File: config.mk
export PLATFORM = sky130hd
export DESIGN_NAME = dual_dac_ctrl
export DESIGN_NICKNAME = d
export VERILOG_FILES = /design/src/hw/sfr_byte_reg.v /design/src/hw/chan_code_path.v /design/src/hw/dual_dac_ctrl.v
export VERILOG_INCLUDE_DIRS = /design/src /design/src/inc
export SDC_FILE = /design/constraint.sdc
export NUM_CORES = 1
export LEC_CHECK = 0
export BUFFER_PORTS_ARGS = -buffer_cell sky130_fd_sc_hd__buf_2
export CELL_PAD_IN_SITES_DETAIL_PLACEMENT = 1
export CELL_PAD_IN_SITES_GLOBAL_PLACEMENT = 1
export CORE_MARGIN = 4
export CORE_UTILIZATION = 50
export DETAILED_ROUTE_END_ITERATION = 6
export GPL_TIMING_DRIVEN = 0
export PLACE_DENSITY_LB_ADDON = 0.1
export SETUP_SLACK_MARGIN = 0.05
export SLEW_MARGIN = 20
export SYNTH_ARGS = -nofsm -noshare
export SYNTH_HDL_FRONTEND = slang
export SYNTH_SLANG_ARGS = --single-unit
File: constraint.sdc
create_clock -name SYS_CLK -period 2.77 [get_ports SYS_CLK]
set_input_delay 0.277 -clock SYS_CLK [delete_from_list [all_inputs] [get_ports SYS_CLK]]
set_output_delay 0.277 -clock SYS_CLK [all_outputs]
set_load 0.03 [all_outputs]
File: src/inc/dac_ctrl_consts.vh
// Purpose: Shared constants for the dual converter control block.
// Assumes: Byte-wide special function register space on the core clock.
// Notes: Definitions only; include by bare name.
`ifndef DAC_CTRL_CONSTS_VH
`define DAC_CTRL_CONSTS_VH

// Register addresses in special function register space
`define ADDR_CH0_LOW 8'hf9
`define ADDR_CH0_HIGH 8'hfa
`define ADDR_CH1_LOW 8'hfb
`define ADDR_CH1_HIGH 8'hfc
`define ADDR_CONTROL 8'hfd

// Power-on values
`define RST_CODE_BYTE 8'h00
`define RST_CONTROL 8'h04

// Control register field positions
`define BIT_MODE8 7
`define BIT_CH1_SPAN 6
`define BIT_CH0_SPAN 5
`define BIT_CH1_FZN 4
`define BIT_CH0_FZN 3
`define BIT_SYNC 2
`define BIT_CH1_PWR 1
`define BIT_CH0_PWR 0

// Data widths and fills
`define BYTE_W 8
`define CODE_W 12
`define NIBBLE_MSB 3
`define CODE_PAD 4'h0
`define ZERO_CODE 12'h000
`define READ_IDLE 8'h00
`define CHAN_COUNT 2

`endif

File: src/hw/sfr_byte_reg.v
// Purpose: One byte-wide software register with a fixed power-on value.
// Assumes: Write strobe and data come from logic on the same clock.
// Notes: Stores all eight bits; consumers decide which bits matter.
`timescale 1ns/1ps
`include "dac_ctrl_consts.vh"

module sfr_byte_reg #(
    parameter [7:0] RESET_VAL = `RST_CODE_BYTE
) (
    input wire clk,
    input wire rst_n,
    input wire wr_en,
    input wire [`BYTE_W-1:0] wdata,
    output reg [`BYTE_W-1:0] q_ff
);

    // Plain storage; the reset value is a constant parameter only
    always @(posedge clk or negedge rst_n) begin
        if (!rst_n) begin
            q_ff <= RESET_VAL;
        end else if (wr_en) begin
            q_ff <= wdata;
        end
    end

endmodule

File: src/hw/chan_code_path.v
// Purpose: Holds the code a converter channel is currently driving.
// Assumes: Byte sources already reflect a write landing in this cycle.
// Notes: The held bytes may change freely while this code stays put.
`timescale 1ns/1ps
`include "dac_ctrl_consts.vh"

module chan_code_path (
    input wire clk,
    input wire rst_n,
    input wire load,
    input wire mode8,
    input wire [`BYTE_W-1:0] low_byte,
    input wire [`BYTE_W-1:0] high_byte,
    output reg [`CODE_W-1:0] code_ff
);

    reg [`CODE_W-1:0] nxt_code;

    // Assemble the code; in 8-bit mode the high byte takes no part and the
    // low byte is left aligned so both modes span the full range
    always @* begin
        if (mode8) begin
            nxt_code = {low_byte, `CODE_PAD};
        end else begin
            nxt_code = {high_byte[`NIBBLE_MSB:0], low_byte};
        end
    end

    // Active code register, loaded only on an update event
    always @(posedge clk or negedge rst_n) begin
        if (!rst_n) begin
            code_ff <= `ZERO_CODE;
        end else if (load) begin
            code_ff <= nxt_code;
        end
    end

endmodule

File: src/hw/dual_dac_ctrl.v
// Purpose: Control and update logic for two 12-bit voltage output converters.
// Assumes: Core drives SFR address, data and one-cycle strobes on SYS_CLK.
// Notes: Analog string, buffers and reference live outside this block.
`timescale 1ns/1ps
`include "dac_ctrl_consts.vh"

module dual_dac_ctrl (
    input wire SYS_CLK,
    input wire RST_N,
    input wire [7:0] SFR_ADDR,
    input wire [`BYTE_W-1:0] SFR_WDATA,
    input wire SFR_WR,
    input wire SFR_RD,
    output wire [`BYTE_W-1:0] SFR_RDATA,
    output wire SFR_RD_HIT,
    output wire [`CODE_W-1:0] CHAN0_CODE,
    output wire [`CODE_W-1:0] CHAN1_CODE,
    output wire CHAN0_SPAN_SELECT,
    output wire CHAN1_SPAN_SELECT,
    output wire CHAN0_POWER_ON,
    output wire CHAN1_POWER_ON,
    output wire CHAN0_OUT_EN,
    output wire CHAN1_OUT_EN,
    output wire CHAN0_FORCE_ZERO_N,
    output wire CHAN1_FORCE_ZERO_N
);

    // Register index decode, shared by the write and read paths
    localparam [2:0] IDX_CH0_LOW = 3'h0;
    localparam [2:0] IDX_CH0_HIGH = 3'h1;
    localparam [2:0] IDX_CH1_LOW = 3'h2;
    localparam [2:0] IDX_CH1_HIGH = 3'h3;
    localparam [2:0] IDX_CONTROL = 3'h4;
    localparam [2:0] IDX_NONE = 3'h7;

    // Maps an SFR address to a register index, IDX_NONE when unmapped
    function [2:0] reg_index;
        input [7:0] addr;
        begin
            if (addr == `ADDR_CH0_LOW) begin
                reg_index = IDX_CH0_LOW;
            end else if (addr == `ADDR_CH0_HIGH) begin
                reg_index = IDX_CH0_HIGH;
            end else if (addr == `ADDR_CH1_LOW) begin
                reg_index = IDX_CH1_LOW;
            end else if (addr == `ADDR_CH1_HIGH) begin
                reg_index = IDX_CH1_HIGH;
            end else if (addr == `ADDR_CONTROL) begin
                reg_index = IDX_CONTROL;
            end else begin
                reg_index = IDX_NONE;
            end
        end
    endfunction

    // Decoded register index and one write strobe per register
    wire [2:0] wr_idx;
    wire [2:0] rd_idx;
    wire wr_ch0_low;
    wire wr_ch0_high;
    wire wr_ch1_low;
    wire wr_ch1_high;
    wire wr_control;

    // Write strobes per register; core inputs share our clock, no synchroniser
    assign wr_idx = reg_index(SFR_ADDR);
    assign rd_idx = reg_index(SFR_ADDR);
    assign wr_ch0_low = SFR_WR && (wr_idx == IDX_CH0_LOW);
    assign wr_ch0_high = SFR_WR && (wr_idx == IDX_CH0_HIGH);
    assign wr_ch1_low = SFR_WR && (wr_idx == IDX_CH1_LOW);
    assign wr_ch1_high = SFR_WR && (wr_idx == IDX_CH1_HIGH);
    assign wr_control = SFR_WR && (wr_idx == IDX_CONTROL);

    // Stored register bytes, read back whole
    wire [`BYTE_W-1:0] ch0_low_q;
    wire [`BYTE_W-1:0] ch0_high_q;
    wire [`BYTE_W-1:0] ch1_low_q;
    wire [`BYTE_W-1:0] ch1_high_q;
    wire [`BYTE_W-1:0] control_q;

    // Data bytes power up at 00, the control byte at 04: sync set, all off
    sfr_byte_reg #(.RESET_VAL(`RST_CODE_BYTE)) u_ch0_low (
        .clk(SYS_CLK),
        .rst_n(RST_N),
        .wr_en(wr_ch0_low),
        .wdata(SFR_WDATA),
        .q_ff(ch0_low_q)
    );

    sfr_byte_reg #(.RESET_VAL(`RST_CODE_BYTE)) u_ch0_high (
        .clk(SYS_CLK),
        .rst_n(RST_N),
        .wr_en(wr_ch0_high),
        .wdata(SFR_WDATA),
        .q_ff(ch0_high_q)
    );

    sfr_byte_reg #(.RESET_VAL(`RST_CODE_BYTE)) u_ch1_low (
        .clk(SYS_CLK),
        .rst_n(RST_N),
        .wr_en(wr_ch1_low),
        .wdata(SFR_WDATA),
        .q_ff(ch1_low_q)
    );

    sfr_byte_reg #(.RESET_VAL(`RST_CODE_BYTE)) u_ch1_high (
        .clk(SYS_CLK),
        .rst_n(RST_N),
        .wr_en(wr_ch1_high),
        .wdata(SFR_WDATA),
        .q_ff(ch1_high_q)
    );

    sfr_byte_reg #(.RESET_VAL(`RST_CONTROL)) u_control (
        .clk(SYS_CLK),
        .rst_n(RST_N),
        .wr_en(wr_control),
        .wdata(SFR_WDATA),
        .q_ff(control_q)
    );

    // Update control shared by both channels
    wire sync_now;
    wire sync_rise;
    wire mode8_src;

    // Sync as it stands before any write in this cycle
    assign sync_now = control_q[`BIT_SYNC];

    // A control write that turns sync on releases both held codes together
    assign sync_rise = wr_control && SFR_WDATA[`BIT_SYNC] && !sync_now;

    // Mode taken from the incoming byte when control is written this cycle,
    // so the release uses the mode that software just chose
    assign mode8_src = wr_control ? SFR_WDATA[`BIT_MODE8] : control_q[`BIT_MODE8];

    // Per-channel byte sources, packed for the generate loop below
    wire [`BYTE_W-1:0] low_q [0:`CHAN_COUNT-1];
    wire [`BYTE_W-1:0] high_q [0:`CHAN_COUNT-1];
    wire [`CHAN_COUNT-1:0] low_wr;
    wire [`CHAN_COUNT-1:0] high_wr;

    assign low_q[0] = ch0_low_q;
    assign low_q[1] = ch1_low_q;
    assign high_q[0] = ch0_high_q;
    assign high_q[1] = ch1_high_q;
    assign low_wr = {wr_ch1_low, wr_ch0_low};
    assign high_wr = {wr_ch1_high, wr_ch0_high};

    // Codes held by the two channel paths between update events
    wire [`CODE_W-1:0] active_code [0:`CHAN_COUNT-1];
    wire [`CHAN_COUNT-1:0] chan_load;

    genvar ch;
    generate
        for (ch = 0; ch < `CHAN_COUNT; ch = ch + 1) begin : g_chan
            wire [`BYTE_W-1:0] low_src;
            wire [`BYTE_W-1:0] high_src;

            // Forward a byte landing this cycle so the update sees it
            assign low_src = low_wr[ch] ? SFR_WDATA : low_q[ch];
            assign high_src = high_wr[ch] ? SFR_WDATA : high_q[ch];

            // Immediate update only on the low byte write while sync is set;
            // the high byte write never moves the output, which is why
            // software writes it first in 12-bit mode
            assign chan_load[ch] = (low_wr[ch] && sync_now) || sync_rise;

            // Upper nibble dropped; high byte unused in 8-bit mode
            chan_code_path u_path (
                .clk(SYS_CLK),
                .rst_n(RST_N),
                .load(chan_load[ch]),
                .mode8(mode8_src),
                .low_byte(low_src),
                .high_byte(high_src),
                .code_ff(active_code[ch])
            );
        end
    endgenerate

    // Registered copies of every level the block drives out
    reg [`CODE_W-1:0] chan0_code_ff;
    reg [`CODE_W-1:0] chan1_code_ff;
    reg chan0_span_ff;
    reg chan1_span_ff;
    reg chan0_power_ff;
    reg chan1_power_ff;
    reg chan0_fzn_ff;
    reg chan1_fzn_ff;

    // Output levels at power-on come from the control byte's reset value,
    // so the pins and the register cannot disagree right after reset
    localparam [`BYTE_W-1:0] CTRL_AT_RESET = `RST_CONTROL;

    // Force-zero gate; the clear bit is active low and wins over any code
    function [`CODE_W-1:0] gated_code;
        input keep;
        input [`CODE_W-1:0] code;
        begin
            if (keep) begin
                gated_code = code;
            end else begin
                gated_code = `ZERO_CODE;
            end
        end
    endfunction

    // Output stage: force-zero overrides the code; span and power follow
    // the control byte one cycle after it changes, like the code does
    always @(posedge SYS_CLK or negedge RST_N) begin
        if (!RST_N) begin
            chan0_code_ff <= `ZERO_CODE;
            chan1_code_ff <= `ZERO_CODE;
            chan0_span_ff <= CTRL_AT_RESET[`BIT_CH0_SPAN];
            chan1_span_ff <= CTRL_AT_RESET[`BIT_CH1_SPAN];
            chan0_power_ff <= CTRL_AT_RESET[`BIT_CH0_PWR];
            chan1_power_ff <= CTRL_AT_RESET[`BIT_CH1_PWR];
            chan0_fzn_ff <= CTRL_AT_RESET[`BIT_CH0_FZN];
            chan1_fzn_ff <= CTRL_AT_RESET[`BIT_CH1_FZN];
        end else begin
            chan0_code_ff <= gated_code(control_q[`BIT_CH0_FZN], active_code[0]);
            chan1_code_ff <= gated_code(control_q[`BIT_CH1_FZN], active_code[1]);
            chan0_fzn_ff <= control_q[`BIT_CH0_FZN];
            chan1_fzn_ff <= control_q[`BIT_CH1_FZN];
            chan0_span_ff <= control_q[`BIT_CH0_SPAN];
            chan1_span_ff <= control_q[`BIT_CH1_SPAN];
            chan0_power_ff <= control_q[`BIT_CH0_PWR];
            chan1_power_ff <= control_q[`BIT_CH1_PWR];
        end
    end

    // Output enable is the power bit: an off channel leaves its pin floating,
    // so a board wanting 0 V during power transients needs a pulldown
    assign CHAN0_OUT_EN = chan0_power_ff;
    assign CHAN1_OUT_EN = chan1_power_ff;
    assign CHAN0_POWER_ON = chan0_power_ff;
    assign CHAN1_POWER_ON = chan1_power_ff;
    assign CHAN0_SPAN_SELECT = chan0_span_ff;
    assign CHAN1_SPAN_SELECT = chan1_span_ff;
    assign CHAN0_FORCE_ZERO_N = chan0_fzn_ff;
    assign CHAN1_FORCE_ZERO_N = chan1_fzn_ff;
    assign CHAN0_CODE = chan0_code_ff;
    assign CHAN1_CODE = chan1_code_ff;

    // Read answer state, standing for exactly one cycle
    reg [`BYTE_W-1:0] nxt_rdata;
    reg nxt_hit;
    reg [`BYTE_W-1:0] rdata_ff;
    reg rd_hit_ff;

    // Read mux: stored bytes read back whole, unmapped addresses read zero
    always @* begin
        nxt_rdata = `READ_IDLE;
        nxt_hit = 1'b1;
        if (rd_idx == IDX_CH0_LOW) begin
            nxt_rdata = ch0_low_q;
        end else if (rd_idx == IDX_CH0_HIGH) begin
            nxt_rdata = ch0_high_q;
        end else if (rd_idx == IDX_CH1_LOW) begin
            nxt_rdata = ch1_low_q;
        end else if (rd_idx == IDX_CH1_HIGH) begin
            nxt_rdata = ch1_high_q;
        end else if (rd_idx == IDX_CONTROL) begin
            nxt_rdata = control_q;
        end else begin
            nxt_hit = 1'b0;
        end
    end

    // Registered read answer, valid the cycle after the strobe, else idle
    always @(posedge SYS_CLK or negedge RST_N) begin
        if (!RST_N) begin
            rdata_ff <= `READ_IDLE;
            rd_hit_ff <= 1'b0;
        end else if (SFR_RD) begin
            rdata_ff <= nxt_rdata;
            rd_hit_ff <= nxt_hit;
        end else begin
            rdata_ff <= `READ_IDLE;
            rd_hit_ff <= 1'b0;
        end
    end

    assign SFR_RDATA = rdata_ff;
    assign SFR_RD_HIT = rd_hit_ff;

endmodule

==> flow_summary.toml, run 1 <==
[clock_network]
cts_tree = "built"
ctsRootBufferMaster = "clkbuf_8"
clockBufferDepth = 2
clk_latency_ns = 0.38
htreeDepth = 3
cts_made_buffers = 9
post_cts_buffers = 0
clock_sinks = 103
clk_pin_slew_ns = 0.10

[sta]
rsz0062_at_grt = "false"
skew_ns = 0.0124
relSlewSlack = 0.318
worst_pin_slew_ns = 1.02
layout_min_cycle_time_ns = 2.21
drv_slew = 0
fin_setup_tns_ns = 0
layout_setup_ws_ns = 0.564
fmax_mhz = 453
setup_viol = 0
holdWs_ns = 0.169
final.period_utilization = 0.797
hold_viol = 0

[cells_and_area]
layout_commonest_cell = "dfrtp_1"
final_cell_mix = "dfrtp_1, buf_2, and2_1"
area_growth_pct = 14.2
final_nets = 481
multi_input_area_um2 = 1910
final_util = 0.584
seqCellArea_um2 = 2580
num_antenna_cells = 0
n_fill_cell = 1009
drive_above_1_share = 0.313
final_cells = 577

[setup_path]
arrival_ns = 2.44
crit_type = "in2reg"
crit_fanout = 10
endpoint_kind = "flip-flop"
startpoint_type = "input pin"
critPathSlowestCell = "a2111oi_0"
path_cells = "clkbuf_1 -> nor4bb_1 -> o211ai_1 -> buf_2 -> a2111oi_0 -> a311oi_1"
required_ns = 3.01
slowest_delay_ns = 0.58

[detailed_routing]
antenna_left = 0
wl_per_cell_um = 22.7
vias_per_cell = 6.16
drtPass1Iterations = 4
dr_total_vias = 3555
route.detailed.drc = 0
finalWirelength_um = 13100
drt_iter0_markers = 325

[power_and_ir_drop]
vdd_drop_max_mv = 0.290
p_per_area_nw_per_um2 = 523
power.static_leakage_nw = 2.72

[die]
num_rows = 35
die_y_um = 105
core_area_um2 = 9200
initial_core_util = 0.511
die_area_um2 = 11000
die_w_um = 105
io_pins = 61

[yosys]
synth_edf_count = 0
netlist_top_cells_area = "dfrtp_1, mux2_2, and2_1, a21o_1, a221oi_1"
async_flop_share = 1.00
ys_warn_count = 0
syn_avg_cell_area_um2 = 12.1
synth_seq_area_share = 0.549
syn_inst = 389
yosys.area.top_type_share = 0.543
synth_top_area_cell = "dfrtp_1"
synth_seq_cells = 103
synthFlopType = "dfrtp_1"
synth_area_um2 = 4700
synth_nets = 409
yosysUniqueCellTypes = 51

[grt]
grt-ovfl-total = 0
grt_pass1_wl_um = 20700
grt_pass1_vias = 3591
antenna_found_initial = 0
grt_use_total = 0.245
grt_max_degree = 60

[run]
maxCapViolCount = 0

[hold_path]
min_path_type = "in2reg"

[placed_design]
portBuffers = 59
hpwl_um = 9270
place_ws_ns = 0.239
place_congestion = 0.926
dp.cells = 560

[run_status]
status = "finished, final reports clean"
-- worst paths after layout --
path	startpoint	to	slack, ns	depth (start not counted)
worst max-delay path	SFR_WDATA[2]	g_chan[1].u_path.code_ff[11]$_DFFE_PN0P_	0.56	6
worst min-delay path	SFR_RD	SFR_RDATA[0]$_DFF_PN0_	0.17	2
worst max register to register	u_control.q_ff[2]$_DFFE_PN1N_	g_chan[1].u_path.code_ff[11]$_DFFE_PN0P_	0.64	5
worst min register to register	u_control.q_ff[6]$_DFFE_PN0N_	CHAN1_SPAN_SELECT$_DFF_PN0_	0.41	0
max in group asynchronous	RST_N	u_control.q_ff[2]$_DFFE_PN1N_	1.72	3
min in group asynchronous	RST_N	CHAN0_FORCE_ZERO_N$_DFF_PN0_	0.37	2
-- layout make-up --
type	instances	area share
repair buffers	61	0.0631
clock buffers	11	0.0282
multi-input cells	244	0.356
clock inverters	5	0.00746
flip-flops and latches	103	0.480
plain buffers	27	0.0287
well taps	111	0.0259
inverters	15	0.0105
-- critical path: cells and delay by family --
kind | cells | cell delay (ns)
AO/OA/AOI/OAI | 3 | 0.94
buffers and inverters | 2 | 0.74
AND/OR/NAND/NOR | 1 | 0.48
-- metal layers --
layer  wire (um)  GRT usage
met3         948     0.0463
met4         203     0.0553
met2        6040      0.374
met1        5910      0.362
met5           0          0
-- power by group --
group / internal (W) / switching, W
registers: 0.00155 / 0.0000317
logic: 0.0000955 / 0.000188
clock network: 0.000385 / 0.000554
total: 0.00203 / 0.000774
-- registers in the layout, indices dropped and copies added, names as in the netlist, 8 cells and up --
register,flops
CHAN1_CODE,12
g_chan.u_path.code_ff,24
u_ch0_high.q_ff,8
CHAN0_CODE,12
SFR_RDATA,8
u_ch1_low.q_ff,8
u_ch0_low.q_ff,8
u_ch1_high.q_ff,8
u_control.q_ff,8
-- cell families (layout without fill, tap and decap cells) --
group,count (synthesis),after routing,synth area share
AOI/OAI and AO/OA,114,114,0.197
DFF,103,103,0.549
and+or+nand+nor,98,98,0.135
buffers and inverters,42,119,0.0447
muxes,32,32,0.0748
-- timing repair --
| item | 4_1_cts | 5_1_grt |
|---|---|---|
| resized for setup | 0 | 0 |
| hold buffers | 1 | 0 |
| hold endpoints to repair | 44 | 0 |
-- Yosys cell counts, drive strengths merged (4+ instances only) --
library cell and n:
o21ai 5, and2 29, buf 20, inv 15
dfrtp 102, a21o 18, clkbuf 7, a21boi 4
a311oi 4, a31o 8, and4 6, nand2 17
a221oi 18, nor2 11, mux2i 7, nor4 4
o31a 9, a22oi 7, or2 4, a21oi 11
mux2 25, o31ai 7, nor3 9, a2111oi 9
a31oi 8
-- metrics by stage --
stage	total power, W	instance area, um2
3_3_place_gp	0.00188	5130
2_1_floorplan	0.00176	4700
4_1_cts	0.00281	5370
6_report	0.00281	5370
3_5_place_dp	0.00189	5170
5_1_grt	0.00293	5370
Power figures use the tool's default switching activity.
==> inputs of run 2 (changes only) <==
--- a/config.mk
+++ b/config.mk
@@ -10,7 +10,7 @@
 export CELL_PAD_IN_SITES_DETAIL_PLACEMENT = 1
 export CELL_PAD_IN_SITES_GLOBAL_PLACEMENT = 1
 export CORE_MARGIN = 4
-export CORE_UTILIZATION = 50
+export CORE_UTILIZATION = 42
 export DETAILED_ROUTE_END_ITERATION = 6
 export GPL_TIMING_DRIVEN = 0
 export PLACE_DENSITY_LB_ADDON = 0.1
==> constraint.sdc (replaced) <==
create_clock -name SYS_CLK -period 2 [get_ports SYS_CLK]
set_input_delay 0.2 -clock SYS_CLK [delete_from_list [all_inputs] [get_ports SYS_CLK]]
set_output_delay 0.2 -clock SYS_CLK [all_outputs]
set_load 0.03 [all_outputs]
==> run 2 against run 1 <==
Net effect: via count fell by 0.37%; critical path type is now reg2reg; clock-buffer cell count rose by 4; register-to-register slack got worse by 0.49 ns; die area rose by 18%; clock power rose by 42%; combinational power rose by 38%; worst hold slack got worse by 0.093 ns; non-clock buffer count rose by 5.
==> flow_summary.toml, run 2 (same netlist as run 1, synthesis figures left out) <==
[run_status]
status = "finished, final reports clean"

[sta]
skew_ns = 0.00598
relSlewSlack = 0.476
worst_pin_slew_ns = 0.782
final.period_utilization = 0.927
fin_setup_tns_ns = 0
hold_viol = 0
fmax_mhz = 539
layout_min_cycle_time_ns = 1.85
setup_viol = 0
rsz0062_at_grt = "false"
drv_slew = 0

[cells_and_area]
largest_register_ffs = 24
area_growth_pct = 16.2
n_fill_cell = 1193
top_register = "g_chan.u_path.code_ff"
drive_above_1_share = 0.318
final_nets = 486
final_cell_mix = "dfrtp_1, buf_2, and2_1"
layout_commonest_cell = "dfrtp_1"
final_util = 0.502
seqCellArea_um2 = 2580
fin_area_um2 = 5460
num_antenna_cells = 0
multi_input_area_um2 = 1940

[detailed_routing]
vias_per_cell = 5.80
wl_per_cell_um = 21.9
finalWirelength_um = 13400
route.detailed.drc = 0
dr_total_vias = 3542
drt_iter0_markers = 195
antenna_left = 0
drtPass1Iterations = 4

[setup_path]
endpoint_kind = "flip-flop"
crit_fanout = 10
arrival_ns = 2.11
startpoint_type = "flip-flop"
required_ns = 2.25
crit_type = "reg2reg"
r2r_slack_ns = 0.15

[clock_network]
ctsRootBufferMaster = "clkbuf_8"
cts_made_buffers = 9
clk_latency_ns = 0.38
htreeDepth = 3
clock_sinks = 103
clk_pin_slew_ns = 0.09
cts_tree = "built"
clockBufferDepth = 2

[die]
initial_core_util = 0.432
core_area_um2 = 10900
die_w_um = 114
die_area_um2 = 12900
num_rows = 38
io_pins = 61
die_y_um = 114

[power_and_ir_drop]
p_switching_w = 0.00101
switching_share = 0.259
p_per_area_nw_per_um2 = 717
p_comb_frac = 0.100
power.static_leakage_nw = 2.73
vdd_drop_max_mv = 0.321
seq_power_share = 0.560
p_int_w = 0.00290
pwr-share-clk = 0.340

[grt]
grt_use_total = 0.216
antenna_found_initial = 0
grt_pass1_vias = 3658
grt_pass1_wl_um = 21100
grt_max_degree = 53
grt-ovfl-total = 0

[hold_path]
min_path_type = "in2reg"

[placed_design]
portBuffers = 59
place_congestion = 0.857
hpwl_um = 9470
place_area_um2 = 5200

[run]
maxCapViolCount = 0
## run 2: what timing repair did
item,in CTS,in global routing
endpoints found under the hold margin,50,0
setup endpoints to repair,11,6
pin swaps,1,1
resized for setup,4,3
hold buffers,1,0
buffers inserted,3,2
## run 2: metrics by stage
stage	hold WS [ns]	instances	setup WS [ns]	total power, W
2_1_floorplan	-0.0956	389	0.317	0.00244
3_3_place_gp	0.380	588	-0.408	0.00260
3_5_place_dp	0.185	589	-0.442	0.00262
4_1_cts	0.0715	609	0.0509	0.00393
5_1_grt	0.0950	611	0.0640	0.00406
6_report	0.0756	611	0.146	0.00392
## run 2: final timing paths
check                                         startpoint                                       to  depth (start not counted)
max reg2reg                u_control.q_ff[2]$_DFFE_PN1N_  g_chan[1].u_path.code_ff[8]$_DFFE_PN0P_                          5
min                                               SFR_RD                   SFR_RDATA[0]$_DFF_PN0_                          2
min reg2reg                u_control.q_ff[6]$_DFFE_PN0N_              CHAN1_SPAN_SELECT$_DFF_PN0_                          0
max in group asynchronous                          RST_N  g_chan[1].u_path.code_ff[5]$_DFFE_PN0P_                          3
min in group asynchronous                          RST_N                  CHAN0_CODE[5]$_DFF_PN0_                          2
max                        u_control.q_ff[2]$_DFFE_PN1N_  g_chan[1].u_path.code_ff[8]$_DFFE_PN0P_                          5
## run 2: power groups by stage
stage	Combinational, W	Sequential, W	Clock [W]
3_5_place_dp	0.000385	0.00224	0
3_3_place_gp	0.000370	0.00223	0
2_1_floorplan	0.000200	0.00224	0
5_1_grt	0.000428	0.00220	0.00143
6_report	0.000391	0.00219	0.00133
4_1_cts	0.000390	0.00220	0.00135
## run 2: per-layer routing
metal / up-vias / global-route usage / wire length, um
li1: 1606 / - / -
met1: 1819 / 0.316 / 6190
met2: 103 / 0.336 / 6250
met3: 14 / 0.0265 / 748
met4: 0 / 0.0713 / 216
met5: - / 0 / 0
## run 2: worst max-delay path, cell delays in order (launching register included)
cell       delay (ns)
dfstp_2          0.40
nor4bb_2         0.33
o211ai_1         0.24
buf_2            0.25
a2111oi_0        0.43
a311oi_1         0.08
## run 2: area by class of cell
class,count,area share
Sequential cell,103,0.472
Multi-Input combinational cell,244,0.354
Timing Repair Buffer,66,0.0689
Tap cell,140,0.0321
Clock buffer,15,0.0286
Buffer,27,0.0282
Inverter,15,0.0103
Clock inverter,1,0.00550
